[config.mk]
export PLATFORM = sky130hd
export DESIGN_NAME = spd_ctrl_port
export DESIGN_NICKNAME = d
export VERILOG_FILES = /design/src/verilog/spd_pkg.sv /design/src/verilog/spd_ctrl_port.sv /design/src/verilog/spd_sync2.sv /design/src/verilog/spd_fifo.sv
export VERILOG_INCLUDE_DIRS = /design/src /design/src/verilog
export SDC_FILE = /design/constraint.sdc
export NUM_CORES = 1
export LEC_CHECK = 0
export ABC_AREA = 1
export BUFFER_PORTS_ARGS = -buffer_cell sky130_fd_sc_hd__buf_2
export CORE_MARGIN = 4
export CORE_UTILIZATION = 50
export DETAILED_ROUTE_END_ITERATION = 7
export PLACE_DENSITY = 0.71
export SYNTH_ARGS = -nofsm -noshare
export SYNTH_HDL_FRONTEND = slang
export SYNTH_SLANG_ARGS = --single-unit
[constraint.sdc]
create_clock -name i_core_clk -period 3.9 [get_ports i_core_clk]
set_clock_uncertainty 0.1 [all_clocks]
set_input_delay 0 -clock i_core_clk [delete_from_list [all_inputs] [get_ports i_core_clk]]
set_output_delay 0 -clock i_core_clk [all_outputs]
set_load 0.005 [all_outputs]
[src/verilog/spd_map.svh]
// Offsets, field positions, reset values and timing counts of the predriver control port
// Notes on behaviour
// - After chip select falls, each rising serial clock shifts data-in into the LSB.
// - Shift register is eight bits; first bit reaches MSB after eight clocks.
// - Fewer than eight clocks leaves residual fault data loaded as the command; here six or seven clocks load only received bits.
// - First two received bits ignored; last six are per-channel control bits.
// - Rising chip select copies the shift register into the output control register.
// - Control bit zero turns its gate off; one turns it on.
// - Serial output changes only at chip select fall and on falling serial clock edges.
// - Fault MSB appears at chip select fall; seven more bits follow on clocks.
// - Fault status is captured at chip select fall; vanished faults are not captured.
// - Chip select high: output released, input ignored; rise latches, clears, re-arms.
// - Latch-off: short shutdown holds until channel toggled off and on, clearing fault.
// - Retry variant retries automatically and releases the flag once short disappears; here the flag holds until the next chip select fall.
// - Gate is on when parallel input or serial control bit commands on.
// - Parallel inputs act on gates in real time, without serial activity.
// - Short-disabled gate re-enables when its parallel input goes low then high.
// - Every gate transition masks short and open evaluation for 60 microseconds.
// - Retry variant: 68 microsecond gate pulses every 10 milliseconds while faulted and commanded.
// - After mask, short declared when drain stays high for deglitch time; latch-off shuts gate.
// - Fault word bits 0 to 5 report the load fault of channels 0 to 5.
// - Bit 8 overvoltage, bit 7 undervoltage; load faults suppressed during battery fault.
// - Fault flag releases at chip select fall unless another fault is present.
`ifndef SPD_MAP_SVH
`define SPD_MAP_SVH

`define SPD_CLK_NS 50
`define SPD_NCH 6
`define SPD_FRAME_BITS 8
`define SPD_CMD_LSB 0
`define SPD_FW_UV 7
`define SPD_FW_OV 8
`define SPD_CTRL_RST 6'h00

`define SPD_MASK_NS 60000
`define SPD_DEGL_NS 8000
`define SPD_PULSE_NS 68000
`define SPD_PERIOD_NS 10000000
`define SPD_MASK_CYC ((`SPD_MASK_NS + `SPD_CLK_NS - 1) / `SPD_CLK_NS)
`define SPD_DEGL_CYC ((`SPD_DEGL_NS + `SPD_CLK_NS - 1) / `SPD_CLK_NS)
`define SPD_PULSE_CYC ((`SPD_PULSE_NS + `SPD_CLK_NS - 1) / `SPD_CLK_NS)
`define SPD_PERIOD_CYC ((`SPD_PERIOD_NS + `SPD_CLK_NS - 1) / `SPD_CLK_NS)

`endif

[src/verilog/spd_pkg.sv]
// Types shared by the predriver control port
package spd_pkg;

    // Pin inputs after synchronisation
    typedef struct packed {
        logic sclk;
        logic cs_b;
        logic sdi;
        logic bat_over;
        logic bat_under;
        logic retry_mode;
        logic [5:0] par;
        logic [5:0] drain;
    } spd_pins_s;

    // Per-channel timing and fault state
    typedef struct packed {
        logic [10:0] mask;
        logic [7:0] degl;
        logic [19:0] per;
        logic [10:0] pulse;
        logic short_f;
        logic gate;
        logic cmd;
    } spd_chan_s;

    typedef struct packed {
        spd_pins_s prev;
        logic [7:0] shreg;
        logic [5:0] ctrl;
        logic sdo;
        logic fault_flag_n;
        logic drop;
        spd_chan_s [5:0] ch;
    } spd_state_s;

    typedef logic [8:0] spd_fword_t;

endpackage : spd_pkg

[src/verilog/spd_ctrl_port.sv]
// Serial and parallel control port of a six-channel low-side gate predriver
`timescale 1ns/1ps
`include "spd_map.svh"
module spd_ctrl_port import spd_pkg::*; #(
    parameter int RETRY_PERIOD_CYC = `SPD_PERIOD_CYC,
    parameter int LOG_DEPTH = 8
) (
    // Clock and reset
    input wire logic i_core_clk,
    input wire logic i_rst_b,
    // Serial link pins
    input wire logic i_sclk,
    input wire logic i_cs_b,
    input wire logic i_sdi,
    output logic o_sdo,
    output logic o_sdo_oe,
    // Parallel control and channel sense
    input wire logic [5:0] i_parallel_channel_in,
    input wire logic [5:0] i_drain_sense_in,
    // Battery monitors and variant select
    input wire logic i_bat_over,
    input wire logic i_bat_under,
    input wire logic i_retry_mode,
    // Gate drives
    output logic [5:0] o_gate_drive_out,
    // Open-drain fault flag
    output logic o_fault_flag_n_o,
    output logic o_fault_flag_n_oe,
    // Fault word log stream
    output logic o_flog_valid,
    output logic [8:0] o_flog_data,
    input wire logic i_flog_ready,
    output logic o_flog_space,
    output logic o_flog_drop
);
    localparam logic [10:0] MASK_C = 11'(`SPD_MASK_CYC);
    localparam logic [7:0] DEGL_LAST = 8'(`SPD_DEGL_CYC - 1);
    localparam logic [10:0] PULSE_C = 11'(`SPD_PULSE_CYC);
    localparam logic [19:0] PER_LAST = 20'(RETRY_PERIOD_CYC - 1);
    // Start masked: synchronisers read drain low while flushing, which looks like open load
    localparam spd_chan_s CH_RST = '{mask: MASK_C, default: '0};
    localparam spd_state_s ST_RST = '{ch: {`SPD_NCH{CH_RST}}, default: '0};

    spd_pins_s raw;
    spd_pins_s pin;
    logic [$bits(spd_pins_s)-1:0] pin_bits;
    spd_state_s state_r;
    spd_state_s state_nxt;

    logic cs_fall;
    logic cs_rise;
    logic sclk_rise;
    logic sclk_fall;
    logic bat_fault;
    logic [5:0] cmd;
    logic [5:0] masked;
    logic [5:0] open_f;
    logic [5:0] load_f;
    logic [5:0] gate_n;
    spd_fword_t fword;
    logic [7:0] tx_byte;

    assign raw = '{
        sclk: i_sclk,
        cs_b: i_cs_b,
        sdi: i_sdi,
        bat_over: i_bat_over,
        bat_under: i_bat_under,
        retry_mode: i_retry_mode,
        par: i_parallel_channel_in,
        drain: i_drain_sense_in
    };

    // Every pin, including the serial clock, goes through the same two flops
    spd_sync2 #(
        .W($bits(spd_pins_s))
    ) u_sync (
        .i_clk(i_core_clk),
        .i_rst_b(i_rst_b),
        .i_d(raw),
        .o_q(pin_bits)
    );

    assign pin = spd_pins_s'(pin_bits);

    always_comb begin
        state_nxt = state_r;
        state_nxt.prev = pin;

        cs_fall = state_r.prev.cs_b & ~pin.cs_b;
        cs_rise = ~state_r.prev.cs_b & pin.cs_b;
        // Clock edges only count while selected
        sclk_rise = ~state_r.prev.sclk & pin.sclk & ~pin.cs_b;
        sclk_fall = state_r.prev.sclk & ~pin.sclk & ~pin.cs_b;
        bat_fault = pin.bat_over | pin.bat_under;

        cmd = '0;
        masked = '0;
        open_f = '0;
        load_f = '0;
        gate_n = '0;

        for (int i = 0; i < `SPD_NCH; i++) begin
            cmd[i] = state_r.ctrl[i] | pin.par[i];
            state_nxt.ch[i].cmd = cmd[i];
            masked[i] = (state_r.ch[i].mask != '0);

            // Short: gate on, unmasked, drain high for the whole deglitch time
            if (state_r.ch[i].gate && !masked[i] && pin.drain[i] && !state_r.ch[i].short_f) begin
                if (state_r.ch[i].degl == DEGL_LAST) begin
                    state_nxt.ch[i].short_f = 1'b1;
                    state_nxt.ch[i].degl = '0;
                    state_nxt.ch[i].per = '0;
                    state_nxt.ch[i].pulse = '0;
                end else begin
                    state_nxt.ch[i].degl = state_r.ch[i].degl + 8'h01;
                end
            end else begin
                state_nxt.ch[i].degl = '0;
            end

            // Retry pulses while faulted; a quiet drain inside a pulse ends the fault
            if (state_r.ch[i].short_f && pin.retry_mode) begin
                if (state_r.ch[i].pulse != '0) begin
                    state_nxt.ch[i].pulse = state_r.ch[i].pulse - 11'h001;
                end
                if (state_r.ch[i].per == PER_LAST) begin
                    state_nxt.ch[i].per = '0;
                    state_nxt.ch[i].pulse = PULSE_C;
                end else begin
                    state_nxt.ch[i].per = state_r.ch[i].per + 20'h00001;
                end
                if (state_r.ch[i].pulse != '0 && !masked[i] && !pin.drain[i]) begin
                    state_nxt.ch[i].short_f = 1'b0;
                    state_nxt.ch[i].pulse = '0;
                end
            end

            // Off-to-on command edge from either source clears a latched short
            if ((cmd[i] && !state_r.ch[i].cmd) || (pin.retry_mode && !cmd[i])) begin
                state_nxt.ch[i].short_f = 1'b0;
                state_nxt.ch[i].per = '0;
                state_nxt.ch[i].pulse = '0;
            end

            // Battery faults force every gate off
            gate_n[i] = cmd[i] & ~bat_fault
                & (~state_nxt.ch[i].short_f
                | (pin.retry_mode & (state_nxt.ch[i].pulse != '0)));
            state_nxt.ch[i].gate = gate_n[i];

            if (gate_n[i] != state_r.ch[i].gate) begin
                state_nxt.ch[i].mask = MASK_C;
            end else if (masked[i]) begin
                state_nxt.ch[i].mask = state_r.ch[i].mask - 11'h001;
            end

            // Open load is live only: gate off, unmasked, drain pulled low
            open_f[i] = ~state_r.ch[i].gate & ~masked[i] & ~pin.drain[i];
            load_f[i] = (state_r.ch[i].short_f | open_f[i]) & ~bat_fault;
        end

        fword = '0;
        fword[5:0] = load_f;
        fword[`SPD_FW_UV] = pin.bat_under;
        fword[`SPD_FW_OV] = pin.bat_over;
        // Eight bits on the wire: word bit 6 is never used and is dropped
        tx_byte = {fword[`SPD_FW_OV], fword[`SPD_FW_UV], fword[5:0]};

        // One shift register carries fault data out and command data in
        if (cs_fall) begin
            state_nxt.shreg = tx_byte;
            state_nxt.sdo = tx_byte[`SPD_FRAME_BITS-1];
        end else if (sclk_rise) begin
            state_nxt.shreg = {state_r.shreg[6:0], pin.sdi};
        end else if (sclk_fall) begin
            state_nxt.sdo = state_r.shreg[`SPD_FRAME_BITS-1];
        end

        // Frames under six clocks leave fault residue in the low six bits; that is what loads
        if (cs_rise) begin
            state_nxt.ctrl = state_r.shreg[`SPD_CMD_LSB +: `SPD_NCH];
            state_nxt.shreg = '0;
        end

        // A new fault in the cs-fall cycle keeps the flag set
        state_nxt.fault_flag_n = (|fword) | (state_r.fault_flag_n & ~cs_fall);
        state_nxt.drop = state_r.drop | (cs_fall & ~o_flog_space);
    end

    always_ff @(posedge i_core_clk) begin
        if (!i_rst_b) begin
            state_r <= ST_RST;
        end else begin
            state_r <= state_nxt;
        end
    end

    for (genvar g = 0; g < `SPD_NCH; g++) begin : g_gate
        assign o_gate_drive_out[g] = state_r.ch[g].gate;
    end

    assign o_sdo = state_r.sdo;
    assign o_sdo_oe = ~state_r.prev.cs_b;
    assign o_fault_flag_n_o = 1'b0;
    assign o_fault_flag_n_oe = state_r.fault_flag_n;
    assign o_flog_drop = state_r.drop;

    // Each captured fault word is also queued for on-chip observers, except one captured while the log is full, which is dropped
    spd_fifo #(
        .W($bits(spd_fword_t)),
        .DEPTH(LOG_DEPTH)
    ) u_log (
        .i_clk(i_core_clk),
        .i_rst_b(i_rst_b),
        .i_valid(cs_fall),
        .i_data(fword),
        .o_ready(o_flog_space),
        .o_valid(o_flog_valid),
        .o_data(o_flog_data),
        .i_ready(i_flog_ready)
    );
endmodule : spd_ctrl_port

[src/verilog/spd_sync2.sv]
// Two-flop synchroniser for a bundle of pin inputs
`timescale 1ns/1ps
module spd_sync2 #(
    parameter int W = 1
) (
    // Clock and reset
    input wire logic i_clk,
    input wire logic i_rst_b,
    // Data
    input wire logic [W-1:0] i_d,
    output logic [W-1:0] o_q
);
    logic [W-1:0] meta_r;
    logic [W-1:0] q_r;

    always_ff @(posedge i_clk) begin
        if (!i_rst_b) begin
            meta_r <= '0;
            q_r <= '0;
        end else begin
            meta_r <= i_d;
            q_r <= meta_r;
        end
    end

    assign o_q = q_r;
endmodule : spd_sync2

[src/verilog/spd_fifo.sv]
// Parameterised valid/ready FIFO
`timescale 1ns/1ps
module spd_fifo #(
    parameter int W = 9,
    parameter int DEPTH = 8
) (
    // Clock and reset
    input wire logic i_clk,
    input wire logic i_rst_b,
    // Fill side
    input wire logic i_valid,
    input wire logic [W-1:0] i_data,
    output logic o_ready,
    // Drain side
    output logic o_valid,
    output logic [W-1:0] o_data,
    input wire logic i_ready
);
    localparam int AW = (DEPTH > 1) ? $clog2(DEPTH) : 1;
    localparam logic [AW:0] FULL = (AW + 1)'(DEPTH);
    localparam logic [AW-1:0] LAST = AW'(DEPTH - 1);

    logic [W-1:0] mem [DEPTH];
    logic [AW-1:0] wr_r;
    logic [AW-1:0] rd_r;
    logic [AW:0] cnt_r;
    logic push;
    logic pop;

    assign o_ready = (cnt_r != FULL);
    assign o_valid = (cnt_r != '0);
    assign push = i_valid & o_ready;
    assign pop = o_valid & i_ready;
    assign o_data = mem[rd_r];

    always_ff @(posedge i_clk) begin
        if (push) begin
            mem[wr_r] <= i_data;
        end
    end

    always_ff @(posedge i_clk) begin
        if (!i_rst_b) begin
            wr_r <= '0;
            rd_r <= '0;
            cnt_r <= '0;
        end else begin
            if (push) begin
                wr_r <= (wr_r == LAST) ? '0 : wr_r + 1'b1;
            end
            if (pop) begin
                rd_r <= (rd_r == LAST) ? '0 : rd_r + 1'b1;
            end
            if (push && !pop) begin
                cnt_r <= cnt_r + 1'b1;
            end else if (pop && !push) begin
                cnt_r <= cnt_r - 1'b1;
            end
        end
    end
endmodule : spd_fifo

# --- Yosys cells after proc, flatten, opt, wreduce, memory -nomap -nowiden ---
# Memory sizes are Yosys's and may differ from the RTL's. A register that Yosys moved wholly into a read port is not among the register bits.
# Cells that the tools add are included.
word_totals:
  mem_count: 1
  wordCells: 420
  inputBits: 21
  out_inout_bits: 22
  ramBits: 64
  reg_bits: 383
mem_list:
  columns: ["name", "words", "word_bits", "rd", "rd_clocked_by_memory_dff", "write_ports", "line", "text"]
  rows:
  - ["u_log.mem", 8, 8, 1, 1, 1, "spd_fifo.sv:23", "logic [W-1:0] mem [DEPTH];"]
op_classes:
  addsub: 28
  n_eq_ne: 22
  bitwise: 105
  mux: 61
  n_reduce_logical: 149
op_table:
  columns: ["cell", "n"]
  rows:
  - ["2-to-1 mux 32 bit", 18]
  - ["nonzero test 11 bit", 18]
  - ["2-to-1 mux 12 bit", 12]
  - ["2-to-1 mux 11 bit", 12]
  - ["subtractor 11 x 1 -> 11 bit (second input constant)", 12]
  - ["adder 20 x 1 -> 20 bit (second input constant)", 6]
  - ["== test 20 x 18 -> 1 bit (second input constant)", 6]
  - ["2-to-1 mux 20 bit", 6]
  - ["logical AND 1 bit", 50]
  - ["adder 8 x 1 -> 8 bit (second input constant)", 6]
  - ["== test 8 bit (second input constant)", 6]
  - ["AND 1 bit", 46]
  - ["NOT 1 bit", 38]
  - ["logical NOT 1 bit", 32]
  - ["nonzero test 2 bit", 15]
  - ["OR reduction 2 bit", 13]
  - ["OR 1 bit", 21]
  - ["OR reduction 3 bit", 6]
  - ["2-to-1 mux 8 bit", 2]
  - ["AND reduction 2 bit", 7]
  - ["2-to-1 mux 3 bit", 4]
  - ["2-to-1 mux 4 bit", 2]
  - ["OR reduction 8 bit", 1]
  - ["adder 3 x 1 -> 3 bit (second input constant)", 2]
  - ["other kinds (9)", 24]

# --- Longest topological paths before layout ---
# Gate-level depths: netlist of run 1.
depth:
  ltp_word: 17
  ltp_mapped: 21
  mapped_depth_nobuf: 21

# --- Cells and area by module ---
# From an unflattened synthesis of run 1, not the netlist that was laid out.
hier_totals:
  hier_cells: 3226
  hier_area_um2: 23729.0
modules_own_cells:
  columns: ["mod", "n_inst", "cells_per_inst", "area_each_um2", "seq_area_each_um2"]
  rows:
  - ["spd_ctrl_port", 1, 2782, 19100.8, 6746.5]
  - ["spd_fifo", 1, 332, 3595.9, 2422.3]
  - ["spd_sync2", 1, 112, 1032.2, 720.7]

# --- Least setup slack after synthesis of run 1 ---
# OpenSTA, ideal clock, no wires.
synth_timing:
  kind: "register to register"
  from: "register u_log.cnt_r[0]"
  to: "register u_log.cnt_r[3]"
  setup_slack_ps: 1575
  setup_time_ps: 119
  t_arrival_ps: 2105
  stages_incl_launch_ff: 15
  cell_sequence: "dfxtp_1 > nor2_1 > nand3_1 > nand2_1 > inv_1 > ha_1 > inv_1 > ha_1 > and3_1 > a211oi_1 > nor2_1 > nor2_1 > nand2_1 > o21ai_0 > a21oi_1"
synth_between:
  elab_chain_len: 5
  elab_cells_between_ends: 13
  cone_classes: "add/sub (2); eq/ne (1); mux (2); bitwise (2); reduce/logical (6)"
synth_lines:
  columns: ["element", "line", "text"]
  rows:
  - ["start, declared", "spd_fifo.sv:26", "logic [AW:0] cnt_r;"]
  - ["start signal, assigned", "spd_fifo.sv:55", "cnt_r <= cnt_r + 1'b1;"]
  - ["start signal, assigned", "spd_fifo.sv:57", "cnt_r <= cnt_r - 1'b1;"]
  - ["inequality test 4 bit (*)", "spd_fifo.sv:30", "assign o_ready = (cnt_r != FULL);"]
  - ["net o_flog_space", "spd_ctrl_port.sv:33", "output logic o_flog_space,"]
  - ["AND 1 bit (*)", "spd_fifo.sv:32", "assign push = i_valid & o_ready;"]
  - ["net u_log.push", "spd_fifo.sv:27", "logic push;"]
  - ["logical NOT 1 bit", "spd_fifo.sv:56", "end else if (pop && !push) begin"]
  - ["logical AND 1 bit", "spd_fifo.sv:56", null]
  - ["nonzero test 2 bit (no line)", null, null]
# The timed path passes the listed nets; every way through them passes the cells marked *. The select of a mux whose other input is x is not followed.
# A chain may end at the register's enable or synchronous reset.

# --- Worst setup path in the final report of run 1 ---
layout_timing:
  from: "register state_r[279] (netlist bit)"
  to: "register state_r[315] (netlist bit)"
layout_between:
  elab_chain_len: 11
layout_lines:
  columns: ["element", "line", "text"]
  rows:
  - ["start, declared", "spd_ctrl_port.sv:47", "spd_state_s state_r;"]
  - ["start signal, assigned", "spd_ctrl_port.sv:195", "state_r <= state_nxt;"]
  - ["== test 20 x 18 -> 1 bit", "spd_ctrl_port.sv:127", "if (state_r.ch[i].per == PER_LAST) begin"]
  - ["2-to-1 mux 11 bit", "spd_ctrl_port.sv:127", null]
  - ["2-to-1 mux 12 bit", "spd_ctrl_port.sv:133", "if (state_r.ch[i].pulse != '0 && !masked[i] && !pin.drain[i]) begin"]
  - ["2-to-1 mux 32 bit", "spd_ctrl_port.sv:123", "if (state_r.ch[i].short_f && pin.retry_mode) begin"]
  - ["2-to-1 mux 12 bit", "spd_ctrl_port.sv:140", "if ((cmd[i] && !state_r.ch[i].cmd) || (pin.retry_mode && !cmd[i])) begin"]
  - ["nonzero test 11 bit", "spd_ctrl_port.sv:149", "| (pin.retry_mode & (state_nxt.ch[i].pulse != '0)));"]
  - ["AND 1 bit", "spd_ctrl_port.sv:149", null]
  - ["OR 1 bit", "spd_ctrl_port.sv:149", null]
  - ["AND 1 bit", "spd_ctrl_port.sv:148", "& (~state_nxt.ch[i].short_f"]
  - ["inequality test 1 bit", "spd_ctrl_port.sv:152", "if (gate_n[i] != state_r.ch[i].gate) begin"]
  - ["OR reduction 2 bit (no line)", null, null]
# Every way passes these cells.

==> reports/metrics.yaml, run 1 <==
cts_sinks: 450
slew_violations: 0
outcome: "complete, no violations"
clock_latency_ns: 0.60
grt-ovfl-total: 0
dp_hpwl_mm: 36.3
mappedNetlistArea_mm2: 0.0231
numCtsBuffers: 49
areaGrowthSynthToFinish_pct: 11.9
worst_slack_ns: 1.04
end_kind: "flop"
critical_path_class: "flop to flop"
ant_nets: 0
reg2reg_slack_ns: 1.04
final_cell_mix: "nand2_1 (715), nor2_1 (507), dfxtp_1 (386)"
synth.distinct_cells: 59
dp_slack_ns: 1.12
gp_congestion: 0.879
cts_root_buf: "clkbuf_16"
postLayoutCellArea_mm2: 0.0258
cp.required_ns: 4.33
viasPerCell: 5.26
max_slew_margin_pct: 30.4
die_h_um: 223
ys_seq_area_share_pct: 41.8
tritoncts: "yes"
hold_path.class: "input pin to flop"
nNetsFinal: 3317
rr_endpoint: "state_r[315]"
fp.coreArea_mm2: 0.0455
fmaxAchievable_mhz: 350
die_area_mm2: 0.0497
setup_viol: 0
ctsLongestPathBuffers: 3
placed_area_mm2: 0.0238
rsz0062_at_grt: "false"
period_share_pct: 73.3
holdPathEnd: "u_sync.meta_r[12]"
antenna_cells: 0
hold_viol: 0
numPortBuffers: 40
firstDrtPassIters: 5
drt-wirelength-per-cell_um: 13.3
cts_setup_buffers: 0
arrival_ns: 3.28
placementRows: 78
rr_worst_depth: 17
ys_ff_latch: 450
drive_gt1_share_pct: 9.04
htree_levels: 2
drc: 0
startpoint: "state_r[279]"
path_clk_slew_ns: 0.06
whs_path_depth: 4
fin_crit_ns: 2.86
final.setup.tns_ns: 0
cp_max_fo: 18
die_x_um: 223
yosysWarnings: 0
power_density_mw_per_mm2: 434
initial_core_util_pct: 50.8
p_leak_nw: 10.8
avgSynthCellArea_um2: 7.24
num_vias: 20500
rr_startpoint: "state_r[279]"
final_common_cell: "nand2_1"
io_pins: 43
start_kind: "flop"
grt_max_degree: 77
grtUsageTotal_pct: 20.2
first_iter_violations: 1478
grt_pass1_wl_mm: 87.6
grt_pass1_vias: 19000
min-delay-start: "i_retry_mode"
irDropWorstVdd_mv: 0.392
maxCapViolCount: 0
max_slew.worst_pin.slew_ns: 1.04
wirelength_mm: 51.8
syn-instance-count: 3189
antenna_found_initial: 0
cell usage after synthesis, drive strengths merged:
cell	number	area [um^2]
xnor2	24	210
ha	37	463
clkinv	8	30.0
nand3	248	1470
nor3	72	380
and2	1	6.26
o21ai	154	801
nor2	561	2350
a21oi	142	711
o221a	6	67.6
o21a	2	15.0
o21bai	1	18.8
clkbuf	45	169
o211a	4	40.0
o22ai	8	50.1
buf	22	175
a31oi	20	125
a311oi	1	8.76
nand4	74	520
or4	2	15.0
a41oi	1	8.76
nand2	751	2950
and3	1	6.26
nand3b	8	60.1
fa	1	20.0
o221ai	1	8.76
conb	1	3.75
nor4	13	87.6
inv	383	1440
a221oi	29	254
or2	15	93.8
edfxtp	64	1920
a22oi	2	15.0
a21o	5	37.5
a21boi	1	7.51
o211ai	6	45.0
a211oi	8	60.1
nor3b	9	67.6
dfxtp	386	7730
xor2	72	631
logic make-up after synthesis:
kind of cell    after synthesis  synth area share, %
buf+inv                     458                 7.85
xor+xnor                     96                 3.64
flops                       450                 41.8
simple gates               1755                 34.7
fa+ha+maj                    38                 2.09
other cells                   1               0.0162
compound gates              391                 9.85
layout make-up:
class,count,area [um^2]
inverter,391,1470
clock buffer,64,1330
clock inverter,25,388
sequential,450,9650
fill,4154,19700
tap,600,751
timing repair buffer,84,613
multi-input combinational,2282,11600
power by group:
part	leakage, nW	switching [mW]	internal (mW)
Clock	0.836	1.95	2.96
Sequential	3.72	0.134	4.84
Combinational	6.21	0.824	0.487
state kept, by name (all words and copies together), names as in the netlist, named ones only:
| name | count |
|---|---|
| state_r | 328 |
| u_log.wr_r | 3 |
| u_log.mem | 64 |
| u_sync.meta_r | 18 |
| o_gate_drive_out | 6 |
| u_log.rd_r | 3 |
| u_log.cnt_r | 4 |
| u_sync.o_q | 18 |
| o_sdo | 1 |
| o_fault_flag_n_oe | 1 |
| o_flog_drop | 1 |
stage by stage:
step           hold slack [ns]  std cells  total power, mW  utilization [%]
2_1_floorplan         -0.00237       3190             5.99                -
3_3_place_gp            0.0893       3775             6.32             52.3
3_5_place_dp            0.0889       3775             6.37             52.3
4_1_cts                0.00241       3896             11.3             56.8
5_1_grt                 0.0540       3896             11.7             56.8
6_report                0.0339       3896             11.2             56.8
metal layers:
metal | up-vias | GRT usage [%] | part of all wire [%]
met5 | - | 0 | 0
met3 | 68 | 2.78 | 4.8
li1 | 10500 | - | -
met2 | 476 | 34.2 | 47
met1 | 9426 | 27.0 | 46
met4 | 0 | 5.99 | 2.0
timing repair:
| action | in CTS | in global routing |
|---|---|---|
| hold buffers | 32 | 0 |
| endpoints found under the hold margin | 55 | 0 |
| setup endpoints to repair | 0 | 0 |
| gates resized for setup | 0 | 0 |
worst max path at each step:
| stage | slack (ns) | to |
|---|---|---|
| after floorplan | 1.58 | u_log.cnt_r[3] |
| after global placement | 1.24 | state_r[156] |
| after detailed placement | 1.12 | state_r[308] |
| after CTS | 1.07 | state_r[315] |
| after global routing | 0.78 | state_r[315] |
| final | 1.04 | state_r[315] |
critical path, stage by stage, from the launching register on:
cell	delay, ns
dfxtp_1	0.37
ha_1	0.21
nand3_1	0.15
nor3_2	0.18
nand3_1	0.22
nand2_2	0.18
inv_1	0.26
nand2_1	0.15
nand3b_1	0.12
nand2_1	0.08
nor2_1	0.04
nand3_1	0.06
nand2_1	0.07
nand2_2	0.10
nand2_2	0.08
nand2_4	0.10
nand3_4	0.15
nor2_2	0.16
Note: power is estimated with default switching activity, not from simulation.
==> run 2, diff against run 1 <==
--- a/config.mk
+++ b/config.mk
@@ -11,7 +11,7 @@
 export CORE_MARGIN = 4
 export CORE_UTILIZATION = 50
 export DETAILED_ROUTE_END_ITERATION = 7
-export PLACE_DENSITY = 0.71
+export PLACE_DENSITY = 0.73
 export SYNTH_ARGS = -nofsm -noshare
 export SYNTH_HDL_FRONTEND = slang
 export SYNTH_SLANG_ARGS = --single-unit
==> constraint.sdc (replaced) <==
create_clock -name i_core_clk -period 2.6 [get_ports i_core_clk]
set_clock_uncertainty 0.1 [all_clocks]
set_input_delay 0 -clock i_core_clk [delete_from_list [all_inputs] [get_ports i_core_clk]]
set_output_delay 0 -clock i_core_clk [all_outputs]
set_load 0.005 [all_outputs]
==> run 2 against run 1 <==
Sequential cell count unchanged; highest routed layer unchanged; count of clock-buffer cells in the layout up 4; critical path type unchanged; die area unchanged.
==> reports/metrics.yaml, run 2 (synthesized netlist as in run 1, its figures left out) <==
io_pins: 43
hold_path.class: "input pin to flop"
clock_latency_ns: 0.59
initial_core_util_pct: 50.8
maxCapViolCount: 0
firstDrtPassIters: 6
regMostFlops: "state_r"
fin_crit_ns: 2.56
intPower_mw: 12.2
path_clk_slew_ns: 0.06
ctsLongestPathBuffers: 3
drive_gt1_share_pct: 17.6
wirelength_mm: 56.0
viasPerCell: 5.35
drc: 0
cts_root_buf: "clkbuf_16"
die_h_um: 223
die_x_um: 223
final_common_cell: "nand2_1"
power_switching_share_pct: 26.6
placed_area_mm2: 0.0243
end_kind: "flop"
fp.coreArea_mm2: 0.0455
power_density_mw_per_mm2: 601
die_area_mm2: 0.0497
grt_pass1_wl_mm: 90.3
max_slew.worst_pin.slew_ns: 0.888
grtUsageTotal_pct: 20.7
fillers: 3943
rsz0062_at_grt: "true"
arrival_ns: 2.94
postLayoutCellArea_mm2: 0.0277
place_inst: 3838
start_kind: "flop"
htree_levels: 2
switching_power_mw: 4.42
cp.required_ns: 2.97
nNetsFinal: 3444
antenna_found_initial: 0
period_share_pct: 98.6
reg.largest.list: "state_r x328, u_log.mem x64"
outcome: "complete, no violations"
pwr-share-clk_pct: 41.8
hold_viol: 0
max_stage_delay_ns: 0.34
critPathMostFrequentCell: "inv_2"
antenna_cells: 0
fin_cells: 4023
cp_cell_sequence: "inv_2 -> ha_4 -> inv_2 -> nor2_4 -> nand3_2 -> nor2_4 -> nand3_4 -> o21ai_4 -> inv_2 -> nand3_2 -> nand2_1 -> nor2_1 -> nand3_1 -> nand2_1 -> nand2_2 -> nand2_2 -> nand2_4 -> nand3_4 -> nor2_2"
grt_max_degree: 72
sequentialPowerShare_pct: 45.0
numPortBuffers: 40
combinationalPowerShare_pct: 13.2
final_cell_mix: "nand2_1 (686), nor2_1 (462), dfxtp_1 (360)"
fmaxAchievable_mhz: 390
areaGrowthSynthToFinish_pct: 19.8
cp_slowest_cell: "dfxtp_2"
max_slew_margin_pct: 40.8
placementRows: 78
ant_nets: 0
drt-wirelength-per-cell_um: 13.9
final.setup.tns_ns: 0
num_vias: 21500
first_iter_violations: 1678
numCtsBuffers: 49
irDropWorstVdd_mv: 0.836
setup_viol: 0
dp_hpwl_mm: 37.2
grt-ovfl-total: 0
gp_congestion: 0.926
tritoncts: "yes"
slew_violations: 0
cts_sinks: 450
cp_max_fo: 7
critical_path_class: "flop to flop"
grt_pass1_vias: 19800
p_leak_nw: 11.5
largest_reg_flops: 328
==> run 2: per-layer routing <==
metal  share of wire [%]  track usage (%)  vias to the layer above
met2                  48             35.5                      546
met4                 2.1             5.35                        0
met5                   0                0                        -
met1                  44             27.2                    10100
li1                    -                -                    10800
met3                 5.3             3.87                      103
==> run 2: worst paths after layout <==
kind,cells after the start,endpoint,startpoint,slack (ns)
worst max register to register,19,state_r[203],state_r[202],0.04
worst min register to register,2,u_sync.o_q[12],u_sync.meta_r[12],0.32
worst max-delay path,19,state_r[203],state_r[202],0.04
worst min-delay path,4,u_sync.meta_r[12],i_retry_mode,0.03
==> run 2: power by group through the flow <==
stage	sequential (mW)	combinational, mW	clock (mW)
final	7.47	2.19	6.95
after global routing	7.50	2.45	7.43
after CTS	7.46	2.05	7.10
after detailed placement	7.61	2.00	0
after global placement	7.59	1.91	0
after floorplan	7.58	1.41	0
==> run 2: cell type report <==
class | count | area, um^2 | area share [%]
multi-input combinational | 2288 | 12600 | 45.4
sequential | 450 | 9690 | 35.0
timing repair buffer | 205 | 1580 | 5.70
inverter | 391 | 1480 | 5.36
clock buffer | 68 | 1410 | 5.10
tap | 600 | 751 | 2.71
clock inverter | 21 | 196 | 0.710
==> run 2: what timing repair did <==
item                                    4_1_cts  5_1_grt
endpoints found under the setup margin       21       78
cloned                                        0        6
endpoints found under the hold margin        53        0
hold buffers                                 31        0
buffers inserted                              0       59
pin swaps                                     0       94
gates resized for setup                       5      249
==> run 2: per-stage QoR <==
stage	power [mW]	setup WS [ns]	util [%]	hold WS, ns
2_1_floorplan	8.98	0.275	-	-0.00237
3_3_place_gp	9.51	0.0247	53.4	0.0849
3_5_place_dp	9.61	-0.0360	53.4	0.0889
4_1_cts	16.6	0.0131	57.7	0.00179
5_1_grt	17.4	-0.143	60.8	0.0258
6_report	16.6	0.0374	60.8	0.0296
==> run 2: worst max-delay path, delay by kind of cell, from the launching register on <==
kind,cells,cell delay (ns)
DFF,1,0.34
and+or+nand+nor,14,1.45
buffers and inverters,3,0.20
AOI/OAI and AO/OA,1,0.22
adders and majority gates,1,0.14
